`src/shared/pxge_pkg.sv`:
```
// shared constants and types for the proximity config and gesture entry block
// Contract
// result is read-only 8-bit register
// up/right pair scaled by its offset
// down/left pair scaled by its offset
// offsets decoded sign/magnitude, -127 to +127
// host writes zero to config bits 7:6
// compensation bit doubles proximity gain
// host sets compensation for single-diode patterns
// sleep after interrupt at decision point
// wake only when host clears interrupt
// mask bit set excludes that photodiode
// result against entry threshold enters gesture
// entry needs one comparison, no persistence
// host keeps threshold bit 4 zero
// reading result clears proximity valid flag
// pair offsets applied before result stored
package pxge_pkg;
    localparam int REG_AW = 8;
    localparam int REG_DW = 8;
    localparam logic [7:0] OFS_PROXIMITY_RESULT = 8'h9C;
    localparam logic [7:0] OFS_OFFSET_UP_RIGHT = 8'h9D;
    localparam logic [7:0] OFS_OFFSET_DOWN_LEFT = 8'h9E;
    localparam logic [7:0] OFS_PHOTODIODE_SELECT_CONFIG = 8'h9F;
    localparam logic [7:0] OFS_GESTURE_ENTRY_THRESHOLD = 8'hA0;
    localparam logic [7:0] OFS_DEVICE_STATUS = 8'hA8;
    localparam logic [7:0] OFS_CLEAR_INTERRUPT = 8'hE7;
    localparam int CFG_RESERVED_HI = 7;
    localparam int CFG_RESERVED_LO = 6;
    localparam int CFG_PAIR_GAIN_COMP = 5;
    localparam int CFG_SLEEP_AFTER_INTERRUPT = 4;
    localparam int CFG_MASK_UP_DIODE = 3;
    localparam int CFG_MASK_DOWN_DIODE = 2;
    localparam int CFG_MASK_LEFT_DIODE = 1;
    localparam int CFG_MASK_RIGHT_DIODE = 0;
    localparam int THR_RESERVED_BIT = 4;
    localparam int STS_PROXIMITY_VALID = 1;
    localparam int STS_GESTURE_ACTIVE = 2;
    localparam int STS_LOW_POWER = 3;
    localparam int STS_INTERRUPT = 4;
    localparam logic [7:0] RST_OFFSET = 8'h00;
    localparam logic [7:0] RST_CONFIG = 8'h00;
    localparam logic [7:0] RST_THRESHOLD = 8'h00;
    localparam logic [7:0] RST_RESULT = 8'h00;
    localparam logic [7:0] RESULT_MAX = 8'hFF;
    localparam logic [7:0] APB_OFS_COMMAND = 8'h00;
    localparam logic [7:0] APB_OFS_STATUS = 8'h04;
    localparam int CMD_ADDR_LSB = 0;
    localparam int CMD_DATA_LSB = 8;
    localparam int CMD_WRITE_BIT = 16;
    localparam int HST_BUSY_BIT = 0;
    localparam int HST_INT_BIT = 1;
    localparam int HST_DONE_BIT = 2;
    localparam int HST_RDATA_LSB = 8;
    typedef logic [REG_DW-1:0] pxge_byte_t;
    typedef enum logic [1:0] {PXGE_IDLE, PXGE_REQ, PXGE_DONE} pxge_host_state_t;
endpackage

```
`src/shared/pxge_if.sv`:
```
// register link joining the sensing device and its host controller
`timescale 1ns/1ps
interface pxge_if;
    import pxge_pkg::*;
    logic reg_wr;
    logic reg_rd;
    logic [REG_AW-1:0] reg_addr;
    pxge_byte_t reg_wdata;
    pxge_byte_t reg_rdata;
    logic reg_ack;
    logic int_pin;
    modport device (input reg_wr, input reg_rd, input reg_addr, input reg_wdata,
                    output reg_rdata, output reg_ack, output int_pin);
    modport host (output reg_wr, output reg_rd, output reg_addr, output reg_wdata,
                  input reg_rdata, input reg_ack, input int_pin);
endinterface

```
`src/rtl/pxge_device.sv`:
```
// proximity result, crosstalk offsets, diode selection and gesture entry
`timescale 1ns/1ps
module pxge_device (
    input wire logic pclk,
    input wire logic presetn,
    pxge_if.device link,
    input wire logic [7:0] diode_up,
    input wire logic [7:0] diode_down,
    input wire logic [7:0] diode_left,
    input wire logic [7:0] diode_right,
    input wire logic sample_strobe,
    input wire logic int_event,
    input wire logic gesture_exit,
    output logic [7:0] proximity_result,
    output logic proximity_valid_flag,
    output logic gesture_active,
    output logic low_power
);
    import pxge_pkg::*;

    pxge_byte_t offset_up_right_r;
    pxge_byte_t offset_down_left_r;
    pxge_byte_t config_r;
    pxge_byte_t threshold_r;
    pxge_byte_t result_r;
    logic valid_r;
    logic gesture_r;
    logic sleep_r;
    logic int_r;
    logic ack_r;
    pxge_byte_t rdata_r;
    logic req;
    logic wr_acc;
    logic rd_acc;
    logic cycle_done;
    logic signed [11:0] pair_ur;
    logic signed [11:0] pair_dl;
    logic signed [11:0] total;
    pxge_byte_t result_nxt;

    // sign/magnitude byte to signed factor; negative zero also gives zero
    function automatic logic signed [11:0] sm_decode(input pxge_byte_t v);
        logic signed [11:0] mag;
        mag = signed'({5'h00, v[6:0]});
        return v[7] ? -mag : mag;
    endfunction

    function automatic logic signed [11:0] pick(input logic masked, input pxge_byte_t d);
        return masked ? 12'sh000 : signed'({4'h0, d});
    endfunction

    assign req = (link.reg_wr | link.reg_rd) & ~ack_r;
    assign wr_acc = req & link.reg_wr;
    assign rd_acc = req & link.reg_rd & ~link.reg_wr;
    // sleeping device takes no new samples
    assign cycle_done = sample_strobe & ~sleep_r;

    // pairs are summed then corrected, so the stored result is compensated
    always_comb begin
        pair_ur = pick(config_r[CFG_MASK_UP_DIODE], diode_up)
                + pick(config_r[CFG_MASK_RIGHT_DIODE], diode_right)
                - sm_decode(offset_up_right_r);
        pair_dl = pick(config_r[CFG_MASK_DOWN_DIODE], diode_down)
                + pick(config_r[CFG_MASK_LEFT_DIODE], diode_left)
                - sm_decode(offset_down_left_r);
        total = pair_ur + pair_dl;
        if (config_r[CFG_PAIR_GAIN_COMP]) begin
            total = total <<< 1;
        end
        if (total < 12'sh000) begin
            result_nxt = RST_RESULT;
        end else if (total > signed'({4'h0, RESULT_MAX})) begin
            result_nxt = RESULT_MAX;
        end else begin
            result_nxt = total[7:0];
        end
    end

    // control registers; reserved config bits are kept as written
    always_ff @(posedge pclk or negedge presetn) begin
        if (!presetn) begin
            offset_up_right_r <= RST_OFFSET;
            offset_down_left_r <= RST_OFFSET;
            config_r <= RST_CONFIG;
            threshold_r <= RST_THRESHOLD;
        end else if (wr_acc) begin
            unique case (link.reg_addr)
                OFS_OFFSET_UP_RIGHT: offset_up_right_r <= link.reg_wdata;
                OFS_OFFSET_DOWN_LEFT: offset_down_left_r <= link.reg_wdata;
                OFS_PHOTODIODE_SELECT_CONFIG: config_r <= link.reg_wdata;
                OFS_GESTURE_ENTRY_THRESHOLD: threshold_r <= link.reg_wdata;
                default: ;
            endcase
        end
    end

    // result is never written by the bus
    always_ff @(posedge pclk or negedge presetn) begin
        if (!presetn) begin
            result_r <= RST_RESULT;
        end else if (cycle_done) begin
            result_r <= result_nxt;
        end
    end

    // a completing cycle in the same clock as the read keeps the flag set
    always_ff @(posedge pclk or negedge presetn) begin
        if (!presetn) begin
            valid_r <= 1'b0;
        end else if (cycle_done) begin
            valid_r <= 1'b1;
        end else if (rd_acc && link.reg_addr == OFS_PROXIMITY_RESULT) begin
            valid_r <= 1'b0;
        end
    end

    // single comparison enters; no persistence count in the path
    always_ff @(posedge pclk or negedge presetn) begin
        if (!presetn) begin
            gesture_r <= 1'b0;
        end else if (cycle_done && result_nxt >= threshold_r) begin
            gesture_r <= 1'b1;
        end else if (gesture_exit) begin
            gesture_r <= 1'b0;
        end
    end

    // interrupt line: event wins over a clear in the same cycle
    always_ff @(posedge pclk or negedge presetn) begin
        if (!presetn) begin
            int_r <= 1'b0;
        end else if (int_event) begin
            int_r <= 1'b1;
        end else if (wr_acc && link.reg_addr == OFS_CLEAR_INTERRUPT) begin
            int_r <= 1'b0;
        end
    end

    // decision point is the end of a proximity cycle
    always_ff @(posedge pclk or negedge presetn) begin
        if (!presetn) begin
            sleep_r <= 1'b0;
        end else if (sleep_r) begin
            if (!int_r) begin
                sleep_r <= 1'b0;
            end
        end else if (cycle_done && int_r && config_r[CFG_SLEEP_AFTER_INTERRUPT]) begin
            sleep_r <= 1'b1;
        end
    end

    // one-cycle answer, then ack low for a cycle before the next request
    always_ff @(posedge pclk or negedge presetn) begin
        if (!presetn) begin
            ack_r <= 1'b0;
            rdata_r <= 8'h00;
        end else begin
            ack_r <= req;
            if (rd_acc) begin
                unique case (link.reg_addr)
                    OFS_PROXIMITY_RESULT: rdata_r <= result_r;
                    OFS_OFFSET_UP_RIGHT: rdata_r <= offset_up_right_r;
                    OFS_OFFSET_DOWN_LEFT: rdata_r <= offset_down_left_r;
                    OFS_PHOTODIODE_SELECT_CONFIG: rdata_r <= config_r;
                    OFS_GESTURE_ENTRY_THRESHOLD: rdata_r <= threshold_r;
                    OFS_DEVICE_STATUS: begin
                        rdata_r <= 8'h00;
                        rdata_r[STS_PROXIMITY_VALID] <= valid_r;
                        rdata_r[STS_GESTURE_ACTIVE] <= gesture_r;
                        rdata_r[STS_LOW_POWER] <= sleep_r;
                        rdata_r[STS_INTERRUPT] <= int_r;
                    end
                    default: rdata_r <= 8'h00;
                endcase
            end
        end
    end

    assign link.reg_ack = ack_r;
    assign link.reg_rdata = rdata_r;
    assign link.int_pin = int_r;
    assign proximity_result = result_r;
    assign proximity_valid_flag = valid_r;
    assign gesture_active = gesture_r;
    assign low_power = sleep_r;
endmodule

```
`src/flat_wrapper.sv`:
```
// flat-port wrapper written by rule: the top's interface ports become plain ports
module pxge_device_flat import pxge_pkg::*;
  (pclk, presetn, diode_up, diode_down, diode_left, diode_right, sample_strobe, int_event, gesture_exit, proximity_result, proximity_valid_flag, gesture_active, low_power, link_reg_wr, link_reg_rd, link_reg_addr, link_reg_wdata, link_reg_rdata, link_reg_ack, link_int_pin);
  pxge_if link_i ();
  input wire logic pclk;
  input wire logic presetn;
  input wire logic [7:0] diode_up;
  input wire logic [7:0] diode_down;
  input wire logic [7:0] diode_left;
  input wire logic [7:0] diode_right;
  input wire logic sample_strobe;
  input wire logic int_event;
  input wire logic gesture_exit;
  output logic [7:0] proximity_result;
  output logic proximity_valid_flag;
  output logic gesture_active;
  output logic low_power;
  input wire logic [$bits(link_i.reg_wr)-1:0] link_reg_wr;
  input wire logic [$bits(link_i.reg_rd)-1:0] link_reg_rd;
  input wire logic [$bits(link_i.reg_addr)-1:0] link_reg_addr;
  input wire logic [$bits(link_i.reg_wdata)-1:0] link_reg_wdata;
  output wire logic [$bits(link_i.reg_rdata)-1:0] link_reg_rdata;
  output wire logic [$bits(link_i.reg_ack)-1:0] link_reg_ack;
  output wire logic [$bits(link_i.int_pin)-1:0] link_int_pin;
  assign link_i.reg_wr = link_reg_wr;
  assign link_i.reg_rd = link_reg_rd;
  assign link_i.reg_addr = link_reg_addr;
  assign link_i.reg_wdata = link_reg_wdata;
  assign link_reg_rdata = link_i.reg_rdata;
  assign link_reg_ack = link_i.reg_ack;
  assign link_int_pin = link_i.int_pin;
  pxge_device u_core (.pclk(pclk), .presetn(presetn), .link(link_i), .diode_up(diode_up), .diode_down(diode_down), .diode_left(diode_left), .diode_right(diode_right), .sample_strobe(sample_strobe), .int_event(int_event), .gesture_exit(gesture_exit), .proximity_result(proximity_result), .proximity_valid_flag(proximity_valid_flag), .gesture_active(gesture_active), .low_power(low_power));
endmodule
```
`config.mk`:
```
export PLATFORM = sky130hd
export DESIGN_NAME = pxge_device_flat
export DESIGN_NICKNAME = d
export VERILOG_FILES = /design/src/shared/pxge_pkg.sv /design/src/shared/pxge_if.sv /design/src/rtl/pxge_device.sv /design/src/flat_wrapper.sv
export SDC_FILE = /design/constraint.sdc
export NUM_CORES = 1
export LEC_CHECK = 0
export ABC_AREA = 0
export BUFFER_PORTS_ARGS = -buffer_cell sky130_fd_sc_hd__buf_4
export CORE_MARGIN = 1.5
export CORE_UTILIZATION = 35
export CTS_CLUSTER_SIZE = 20
export DETAILED_ROUTE_END_ITERATION = 8
export GPL_ROUTABILITY_DRIVEN = 0
export GPL_TIMING_DRIVEN = 0
export PLACE_DENSITY = 0.56
export SYNTH_ARGS = -nofsm -noshare
export SYNTH_HDL_FRONTEND = slang
export SYNTH_SLANG_ARGS = --single-unit
```
`constraint.sdc`:
```
create_clock -name pclk -period 7.35 [get_ports pclk]
set_input_delay 1.47 -clock pclk [delete_from_list [all_inputs] [get_ports pclk]]
set_output_delay 1.47 -clock pclk [all_outputs]
set_load 0.005 [all_outputs]
```
* Word level (Yosys, flattened, before mapping) *
Cells that the tools add are included.

word-level totals
  flip-flop bits (word level) = 53
  latch bits = 0
  bits in writable memories = 0
  ROM bits = 0
  input bits = 55
  output and inout bits = 21
  word-level logic and storage cells = 68
  memories kept = 0

cells by class
  $add $sub $neg = 7
  multiply operators = 0
  div/mod/pow operators = 0
  order comparisons = 3
  equality and inequality tests = 7
  shifts and indexed selects = 0
  multiplexer cells = 19
  bitwise gates (word level) = 9
  reduce and logical (&&, ||, !) cells = 12

operators by type and width
  kind                                                         count
  == test 8 bit, second input constant                         7
  two-way mux 8 bit                                            6
  case mux 8 bit (6 select lines)                              1
  adder 12 bit                                                 3
  two-way mux 12 bit                                           3
  negation 7 -> 12 bit                                         2
  subtractor 12 bit                                            2
  > comparator 12 x 9 -> 1 bit, second input constant          1
  less-than comparator 12 x 1 -> 1 bit, second input constant  1
  two-way mux 1 bit                                            9
  >= comparator 8 bit                                          1
  AND reduction 2 bit                                          4
  nonzero test 2 bit                                           3
  AND 1 bit                                                    5
  logical AND 1 bit                                            5
  inverter 1 bit                                               3
  bitwise OR 1 bit                                             1

* Logic depth before layout (Yosys ltp) *
Gate-level depths: netlist of the first run.

  depth in word-level cells = 11
  depth in mapped cells = 26
  depth with buffers taken out = 24

* Worst setup path before layout of the first run *
OpenSTA, ideal clock, no wires.

  path type = input to register
  start = in diode_left[0]
  end = reg u_core.gesture_r, in the netlist u_core.gesture_active
  setup time = 0.120 ns
  arrival time = 6.331 ns
  required time = 7.230 ns
  slack = 0.899 ns
  stages = 21
  path buffers = 0
  cells stage by stage = nor2b_1 -> fa_1 -> inv_1 -> fa_1 -> fa_1 -> inv_1 -> ha_1 -> fa_1 -> a211o_1 -> a2111oi_2 -> a211oi_2 -> mux2i_4 -> nor3_4 -> a31o_1 -> ha_1 -> nand2b_1 -> a21o_1 -> a21o_1 -> a211oi_1 -> o21bai_1 -> a31o_2

on the way
  longest elaborated chain between the ends = 11
  elaborated cells on any way between the ends = 13
  classes of those cells = add/sub (3); order compare (3); mux (5); reduce/logical (2)

RTL lines
  element                                                  RTL line            RTL
  from (decl)                                              flat_wrapper.sv:9   input wire logic [7:0] diode_left;
  two-way mux 8 bit (*)                                    pxge_device.sv:49   return masked ? 12'sh000 : signed'({4'h0, d});
  adder 12 bit (*)                                         pxge_device.sv:64   + pick(config_r[CFG_MASK_LEFT_DIODE], diode_left)
  subtractor 12 bit (*)                                    pxge_device.sv:65   - sm_decode(offset_down_left_r);
  adder 12 bit (*)                                         pxge_device.sv:66   total = pair_ur + pair_dl;
  two-way mux 12 bit (*)                                   pxge_device.sv:67   if (config_r[CFG_PAIR_GAIN_COMP]) begin
  > comparator 12 x 9 -> 1 bit                             pxge_device.sv:72   end else if (total > signed'({4'h0, RESULT_MAX})) begin
  two-way mux 8 bit                                        pxge_device.sv:72
  two-way mux 8 bit (*)                                    pxge_device.sv:70   if (total < 12'sh000) begin
  >= comparator 8 bit (*)                                  pxge_device.sv:121  end else if (cycle_done && result_nxt >= threshold_r) begin
  logical AND 1 bit (*)                                    pxge_device.sv:121
  two-way mux 1 bit or nonzero test 2 bit (tied branches)  n/a
  to (signal assigned)                                     pxge_device.sv:120  gesture_r <= 1'b0;
  to (signal assigned)                                     pxge_device.sv:122  gesture_r <= 1'b1;
  to (signal assigned)                                     pxge_device.sv:124  gesture_r <= 1'b0;
  to (decl)                                                pxge_device.sv:27   logic gesture_r;

Every way passes the cells marked *; elsewhere a longest branch is shown, timed or not.
A chain may end at the register's enable or synchronous reset.

* Worst setup path after layout of the first run *
Same ends and word-level chain as after synthesis.

==> run_results.csv, run 1 <==
group,metric,value,unit
outcome,status,"finished, final reports clean",
clocking,postCtsHoldBufs,0,
finish,n_fill_cell,1419,
placement,hpwl,10.95,mm
power,powerDensity,259.9,nW/µm²
finish,final_area,5918,µm²
worst_setup_path,slowest_stage,"fa_1",
hold_path,hp-class,"flip-flop to flip-flop",
timing,max_freq,149.7,MHz
worst_setup_path,cp-start-kind,"primary input",
logic_synthesis,synth.area.top_cells,"dfrtp_1 (27%), fa_1 (13%), ha_1 (7.8%)",
drt,num_vias,4118,
die,ios,76,
timing,worst_pin_slew,0.9590,ns
die,die_area,14960,µm²
clocking,htree_levels,2,
finish,seq_area,1326,µm²
worst_setup_path,critPathRequiredTime,7.53,ns
die,die_y,122.3,µm
logic_synthesis,ys_types,67,
logic_synthesis,synth_top_area_share,26.63,%
clocking,clock-sinks,53,
power,peakVddDrop,0.09988,mV
global_route,grt_pass1_wl,21.39,mm
timing,fin_crit_sh,90.91,%
worst_setup_path,critPathKind,"primary input to flip-flop",
logic_synthesis,syn_inst,508,
timing,hold_viol,0,
worst_setup_path,worst-path-buf-inv,3,
timing,rsz0062_at_grt,"no",
clocking,clk_latency,0.29,ns
finish,nNetsFinal,707,
die,die-width,122.3,µm
clocking,cts_buffer_depth,2,
logic_synthesis,synthArstFlopShare,100.0,%
drt,wl,13.43,mm
clocking,cts_resized,0,
timing,slew_headroom,35.93,%
drt,antenna_left,0,
clocking,cts_root_buf,"clkbuf_16",
worst_setup_path,critPathMaxFanout,9,
drt,drtIter0Drc,282,
worst_setup_path,path_cells,"buf_4 > nor2b_1 > fa_1 > inv_1 > fa_1 > fa_1 > inv_1 > ha_1 > fa_1 > a211o_1 > a2111oi_2 > a211oi_2 > mux2i_4 > nor3_4 > a31o_1 > ha_1 > nand2b_1 > a21o_1 > a21o_1 > a211oi_1 > o21bai_1 > a31o_2",
logic_synthesis,synth_flop_cell,"dfrtp_1",
logic_synthesis,synth_common_cells,"dfrtp_1 (53), inv_1 (52), nor2_1 (38), fa_1 (32), ha_1 (31)",
drt,drt-pass1-iter-count,5,
clocking,path_clk_slew,0.07,ns
finish,drive_gt1_share,24.75,%
worst_setup_path,cp.arrival,6.86,ns
logic_synthesis,yosysMostFrequentCell,"dfrtp_1",
logic_synthesis,synth_seq_cells,53,
drt,wl_per_cell,17.44,µm
flow_run,maxCapViolations,0,
timing,fin_worst_skew,0.01068,ns
drt,drc,0,
timing,finalSetupViolCount,0,
logic_synthesis,synth_nets,626,
clocking,postCtsSetupBuffers,0,
global_route,track_usage,18.69,%
worst_setup_path,cpMostUsedCell,"fa_1",
global_route,antenna_found_initial,2,
timing,setup_tns,0,ns
worst_setup_path,cp_slowest_stage_delay,0.54,ns
drt,vias_per_cell,5.348,
global_route,grt_pass1_vias,4081,
die,core-area,13880,µm²
worst_setup_path,cp_top_family,"adder cells",
logic_synthesis,ys_warn_count,0,
power,leakage,2.772,nW
logic_synthesis,ys_seq_area_share,26.63,%
logic_synthesis,avgSynthCellArea,9.805,µm²
finish,area_delta_synth_final,18.81,%
timing,min_period,6.682,ns
placement,dpl_cell_area,5762,µm²
worst_setup_path,cp-end-kind,"flip-flop",
finish,multiInputGateArea,3337,µm²
placement,port_buffers,74,
logic_synthesis,synthesis.area,4981,µm²
clocking,cts_tree,"built",
clocking,cts_buffers,5,
finish,antennaDiodeCount,0,
global_route,grt_overflow,0,
logic_synthesis,synth_edf_count,0,
timing,drv_slew,0,
global_route,grt_max_degree,54,
die,initial_core_util,35.88,%
logic_synthesis,synth_top_area_cell,"dfrtp_1",
die,num_rows,43,
-- cells by family (layout without fill, tap and decap cells) --
family / after synthesis / count (layout) / synth area share [%]
multiplexers: 41 / 41 / 11.13
AO/OA/AOI/OAI: 104 / 104 / 14.12
buffers and inverters: 75 / 157 / 6.380
AND/OR/NAND/NOR: 157 / 157 / 18.46
XOR/XNOR: 15 / 15 / 2.638
flip-flops: 53 / 53 / 26.63
adder cells (fa/ha/maj): 63 / 63 / 20.65
-- routing by layer --
| layer | wire (µm) | track usage, % | vias to the layer above |
|---|---|---|---|
| met5 | 13 | 0 | - |
| met4 | 273 | 4.651 | 2 |
| met3 | 519 | 2.416 | 18 |
| met2 | 6410 | 30.13 | 98 |
| met1 | 6214 | 26.67 | 2050 |
| li1 | - | - | 1950 |
-- state kept, by name, summed over array words and instances, names as in the netlist, 8 cells and up --
signal,flops
u_core.config_r,8
u_core.proximity_result,8
u_core.link.reg_rdata,8
u_core.offset_up_right_r,8
u_core.threshold_r,8
u_core.offset_down_left_r,8
-- worst reg2reg max path: cells and delay by family, from the launching register on --
family	cells	cell delay, ns
adder cells (fa/ha/maj)	5	2.13
AO/OA/AOI/OAI	10	2.10
AND/OR/NAND/NOR	4	1.28
flip-flops	1	0.47
buffers and inverters	3	0.32
-- where the power goes --
group	internal (mW)	total (mW)	switching (mW)
combinational	0.411	0.914	0.503
sequential	0.331	0.377	0.0465
clock	0.138	0.247	0.109
-- through the flow --
stage	power [mW]	setup slack, ns	util, %	hold slack [ns]	cells
floorplan	1.032	0.8993	-	0.4669	508
global placement	1.272	0.3981	41.51	0.4649	762
detailed placement	1.294	0.3614	41.51	0.4784	762
CTS	1.548	0.6479	42.64	0.4883	770
global route	1.675	0.3780	42.64	0.5006	770
finish	1.538	0.6684	42.64	0.4819	770
-- final cells by class --
class,count,share of cell area (%)
Clock buffer,6,2.347
Sequential cell,53,22.41
Tap cell,180,3.805
Timing Repair Buffer,74,9.387
Clock inverter,2,0.2960
Buffer,23,2.072
Multi-Input combinational cell,380,56.38
Inverter,52,3.298
-- worst paths after layout --
check | start | end | slack [ns] | cells past startpoint
worst max-delay path | diode_left[0] | u_core.gesture_active$_DFFE_PN0P_ | 0.67 | 22
worst min-delay path | u_core.link.reg_ack$_DFF_PN0_ | u_core.link.reg_ack$_DFF_PN0_ | 0.48 | 1
worst max register to register | u_core.offset_up_right_r[3]$_DFFE_PN0P_ | u_core.gesture_active$_DFFE_PN0P_ | 0.94 | 22
worst min register to register | u_core.link.reg_ack$_DFF_PN0_ | u_core.link.reg_ack$_DFF_PN0_ | 0.48 | 1
max in group asynchronous | presetn | u_core.link.reg_rdata[0]$_DFFE_PN0P_ | 5.66 | 1
min in group asynchronous | presetn | u_core.proximity_result[6]$_DFFE_PN0P_ | 1.22 | 1
-- cell usage in the layout, fill, tap and decap left out, types with 5 or more instances in the layout --
cell	n
clkbuf_16	5
nand2_1	28
a21o_1	5
mux2_2	25
nor2_1	38
nor2b_1	11
a21oi_1	18
xnor2_1	7
nand2b_1	30
buf_2	8
fa_1	32
a22oi_1	5
inv_1	52
ha_1	31
a31oi_1	7
a211oi_1	8
and3_1	8
dfrtp_1	53
mux2i_1	7
clkbuf_1	8
o21ai_0	25
buf_4	77
xor2_1	8
o31ai_1	9
mux4_2	8
No activity file was read; power rests on OpenSTA's default activity.
==> run 2: changes to the inputs <==
--- a/config.mk
+++ b/config.mk
@@ -6,7 +6,7 @@
 export NUM_CORES = 1
 export LEC_CHECK = 0
 export ABC_AREA = 0
-export BUFFER_PORTS_ARGS = -buffer_cell sky130_fd_sc_hd__buf_4
+export BUFFER_PORTS_ARGS = -buffer_cell sky130_fd_sc_hd__buf_2
 export CORE_MARGIN = 1.5
 export CORE_UTILIZATION = 35
 export CTS_CLUSTER_SIZE = 20
==> run_results.csv, run 2 (synthesized netlist as in run 1, its figures left out) <==
group,metric,value,unit
worst_setup_path,critPathKind,"primary input to flip-flop",
worst_setup_path,cp.arrival,6.75,ns
placement,port_buffers,74,
clocking,path_clk_slew,0.07,ns
timing,setup_tns,0,ns
timing,finalSetupViolCount,0,
clocking,clk_latency,0.29,ns
worst_setup_path,cp_slowest_stage_delay,0.51,ns
global_route,grt_overflow,0,
power,internal_power,853.0,µW
global_route,grt_max_degree,54,
timing,setup_slack,0.7791,ns
power,finalPower,1.511,mW
clocking,postCtsHoldBufs,0,
timing,worst_pin_slew,1.181,ns
timing,rsz0062_at_grt,"no",
clocking,cts_root_buf,"clkbuf_16",
drt,num_vias,4119,
power,p_clk_share,16.3,%
power,seq_power_share,24.8,%
finish,final_common_cell,"buf_2",
global_route,antenna_found_initial,1,
drt,drtIter0Drc,342,
drt,wl_per_cell,17.20,µm
global_route,grt_pass1_wl,21.27,mm
power,leakage,2.704,nW
worst_setup_path,rrSetupSlack,0.96,ns
worst_setup_path,cpMostUsedCell,"fa_1",
worst_setup_path,path_cells,"buf_2 > nor2b_1 > fa_1 > inv_1 > fa_1 > fa_1 > inv_1 > ha_1 > fa_1 > a211o_1 > a2111oi_2 > a211oi_2 > mux2i_4 > nor3_4 > a31o_1 > ha_1 > nand2b_1 > a21o_1 > a21o_1 > a211oi_1 > o21bai_1 > a31o_2",
hold_path,hold_path_end,"u_core.link.reg_ack$_DFF_PN0_",
hold_path,worstHoldStart,"u_core.link.reg_ack$_DFF_PN0_",
power,peakVddDrop,0.1024,mV
finish,antennaDiodeCount,0,
worst_setup_path,cp-start-kind,"primary input",
power,p_comb_share,58.9,%
drt,drc,0,
timing,fin_crit_sh,89.40,%
power,powerDensity,263.6,nW/µm²
worst_setup_path,r2r_cells,22,
finish,nNetsFinal,707,
drt,drt-pass1-iter-count,5,
hold_path,hp-class,"flip-flop to flip-flop",
clocking,clock-sinks,53,
clocking,cts_resized,0,
timing,slew_headroom,21.26,%
die,initial_core_util,35.88,%
finish,n_fill_cell,1415,
placement,pre_cts_slack,0.4628,ns
timing,drv_slew,0,
timing,min_period,6.571,ns
worst_setup_path,worstReg2RegEnd,"u_core.gesture_active$_DFFE_PN0P_",
clocking,postCtsSetupBuffers,0,
drt,wl,13.25,mm
finish,area_delta_synth_final,15.10,%
die,core-area,13880,µm²
die,num_rows,43,
flow_run,maxCapViolations,0,
timing,max_freq,152.2,MHz
power,swShare,43.56,%
drt,vias_per_cell,5.349,
global_route,track_usage,18.36,%
drt,antenna_left,0,
die,die_y,122.3,µm
finish,multiInputGateArea,3337,µm²
hold_path,hold_depth,1,
timing,fin_worst_skew,0.007583,ns
worst_setup_path,slowest_stage,"fa_1",
clocking,cts_buffers,5,
worst_setup_path,cp_top_family,"adder cells",
placement,hpwl,10.82,mm
finish,fin_cells,770,
clocking,cts_tree,"built",
finish,drive_gt1_share,24.75,%
worst_setup_path,r2r_start,"u_core.offset_up_right_r[3]$_DFFE_PN0P_",
die,die_area,14960,µm²
global_route,grt_pass1_vias,4160,
worst_setup_path,worst-path-buf-inv,3,
clocking,cts_buffer_depth,2,
die,ios,76,
power,switchingPower,658.3,µW
worst_setup_path,critPathMaxFanout,9,
timing,hold_viol,0,
die,die-width,122.3,µm
finish,final_cell_mix,"buf_2 (82), dfrtp_1 (53), inv_1 (52)",
clocking,htree_levels,2,
finish,seq_area,1326,µm²
outcome,status,"finished, final reports clean",
worst_setup_path,cp-end-kind,"flip-flop",
placement,dp_cells,762,
worst_setup_path,critPathRequiredTime,7.53,ns
run 2: cell counts in the layout (fill, tap and decap cells not counted):
No cell type changed its count.
run 2: per-stage QoR:
| stage | hold slack (ns) | area [µm²] | utilization [%] |
|---|---|---|---|
| floorplan | 0.4669 | 4981 | - |
| finish | 0.4732 | 5733 | 41.30 |
| CTS | 0.4779 | 5733 | 41.30 |
| detailed placement | 0.4686 | 5577 | 40.17 |
| global placement | 0.4586 | 5577 | 40.17 |
| global route | 0.4991 | 5733 | 41.30 |
run 2: worst max path at each step:
stage / from / to / slack [ns] / depth (start not counted)
2_1_floorplan: diode_left[0] / u_core.gesture_active$_DFFE_PN0P_ / 0.90 / 21
3_3_place_gp: diode_left[0] / u_core.gesture_active$_DFFE_PN0P_ / 0.49 / 22
3_5_place_dp: diode_left[0] / u_core.gesture_active$_DFFE_PN0P_ / 0.46 / 22
4_1_cts: diode_left[0] / u_core.gesture_active$_DFFE_PN0P_ / 0.76 / 22
5_1_grt: diode_left[0] / u_core.gesture_active$_DFFE_PN0P_ / 0.48 / 22
6_report: diode_left[0] / u_core.gesture_active$_DFFE_PN0P_ / 0.78 / 22
run 2: cell type report:
| type | instances | area share [%] |
|---|---|---|
| multi-input cells | 380 | 58.21 |
| flip-flops and latches | 53 | 23.13 |
| repair buffers | 74 | 6.460 |
| well taps | 180 | 3.928 |
| inverters | 52 | 3.405 |
| clock buffers | 6 | 2.423 |
| plain buffers | 23 | 2.139 |
| clock inverters | 2 | 0.3055 |
run 2: per-layer routing:
layer	vias up	GRT usage (%)	wire length [µm]
met3	31	3.578	584
met4	2	5.887	415
met2	101	29.92	6124
met1	2031	24.62	6108
li1	1954	-	-
met5	-	0	13
run 2: power groups by stage:
stage / clock, mW / sequential (mW) / combinational [mW]
6_report: 0.246 / 0.375 / 0.890
4_1_cts: 0.250 / 0.374 / 0.889
2_1_floorplan: 0 / 0.364 / 0.669
3_5_place_dp: 0 / 0.380 / 0.885
3_3_place_gp: 0 / 0.378 / 0.868
5_1_grt: 0.262 / 0.381 / 0.995
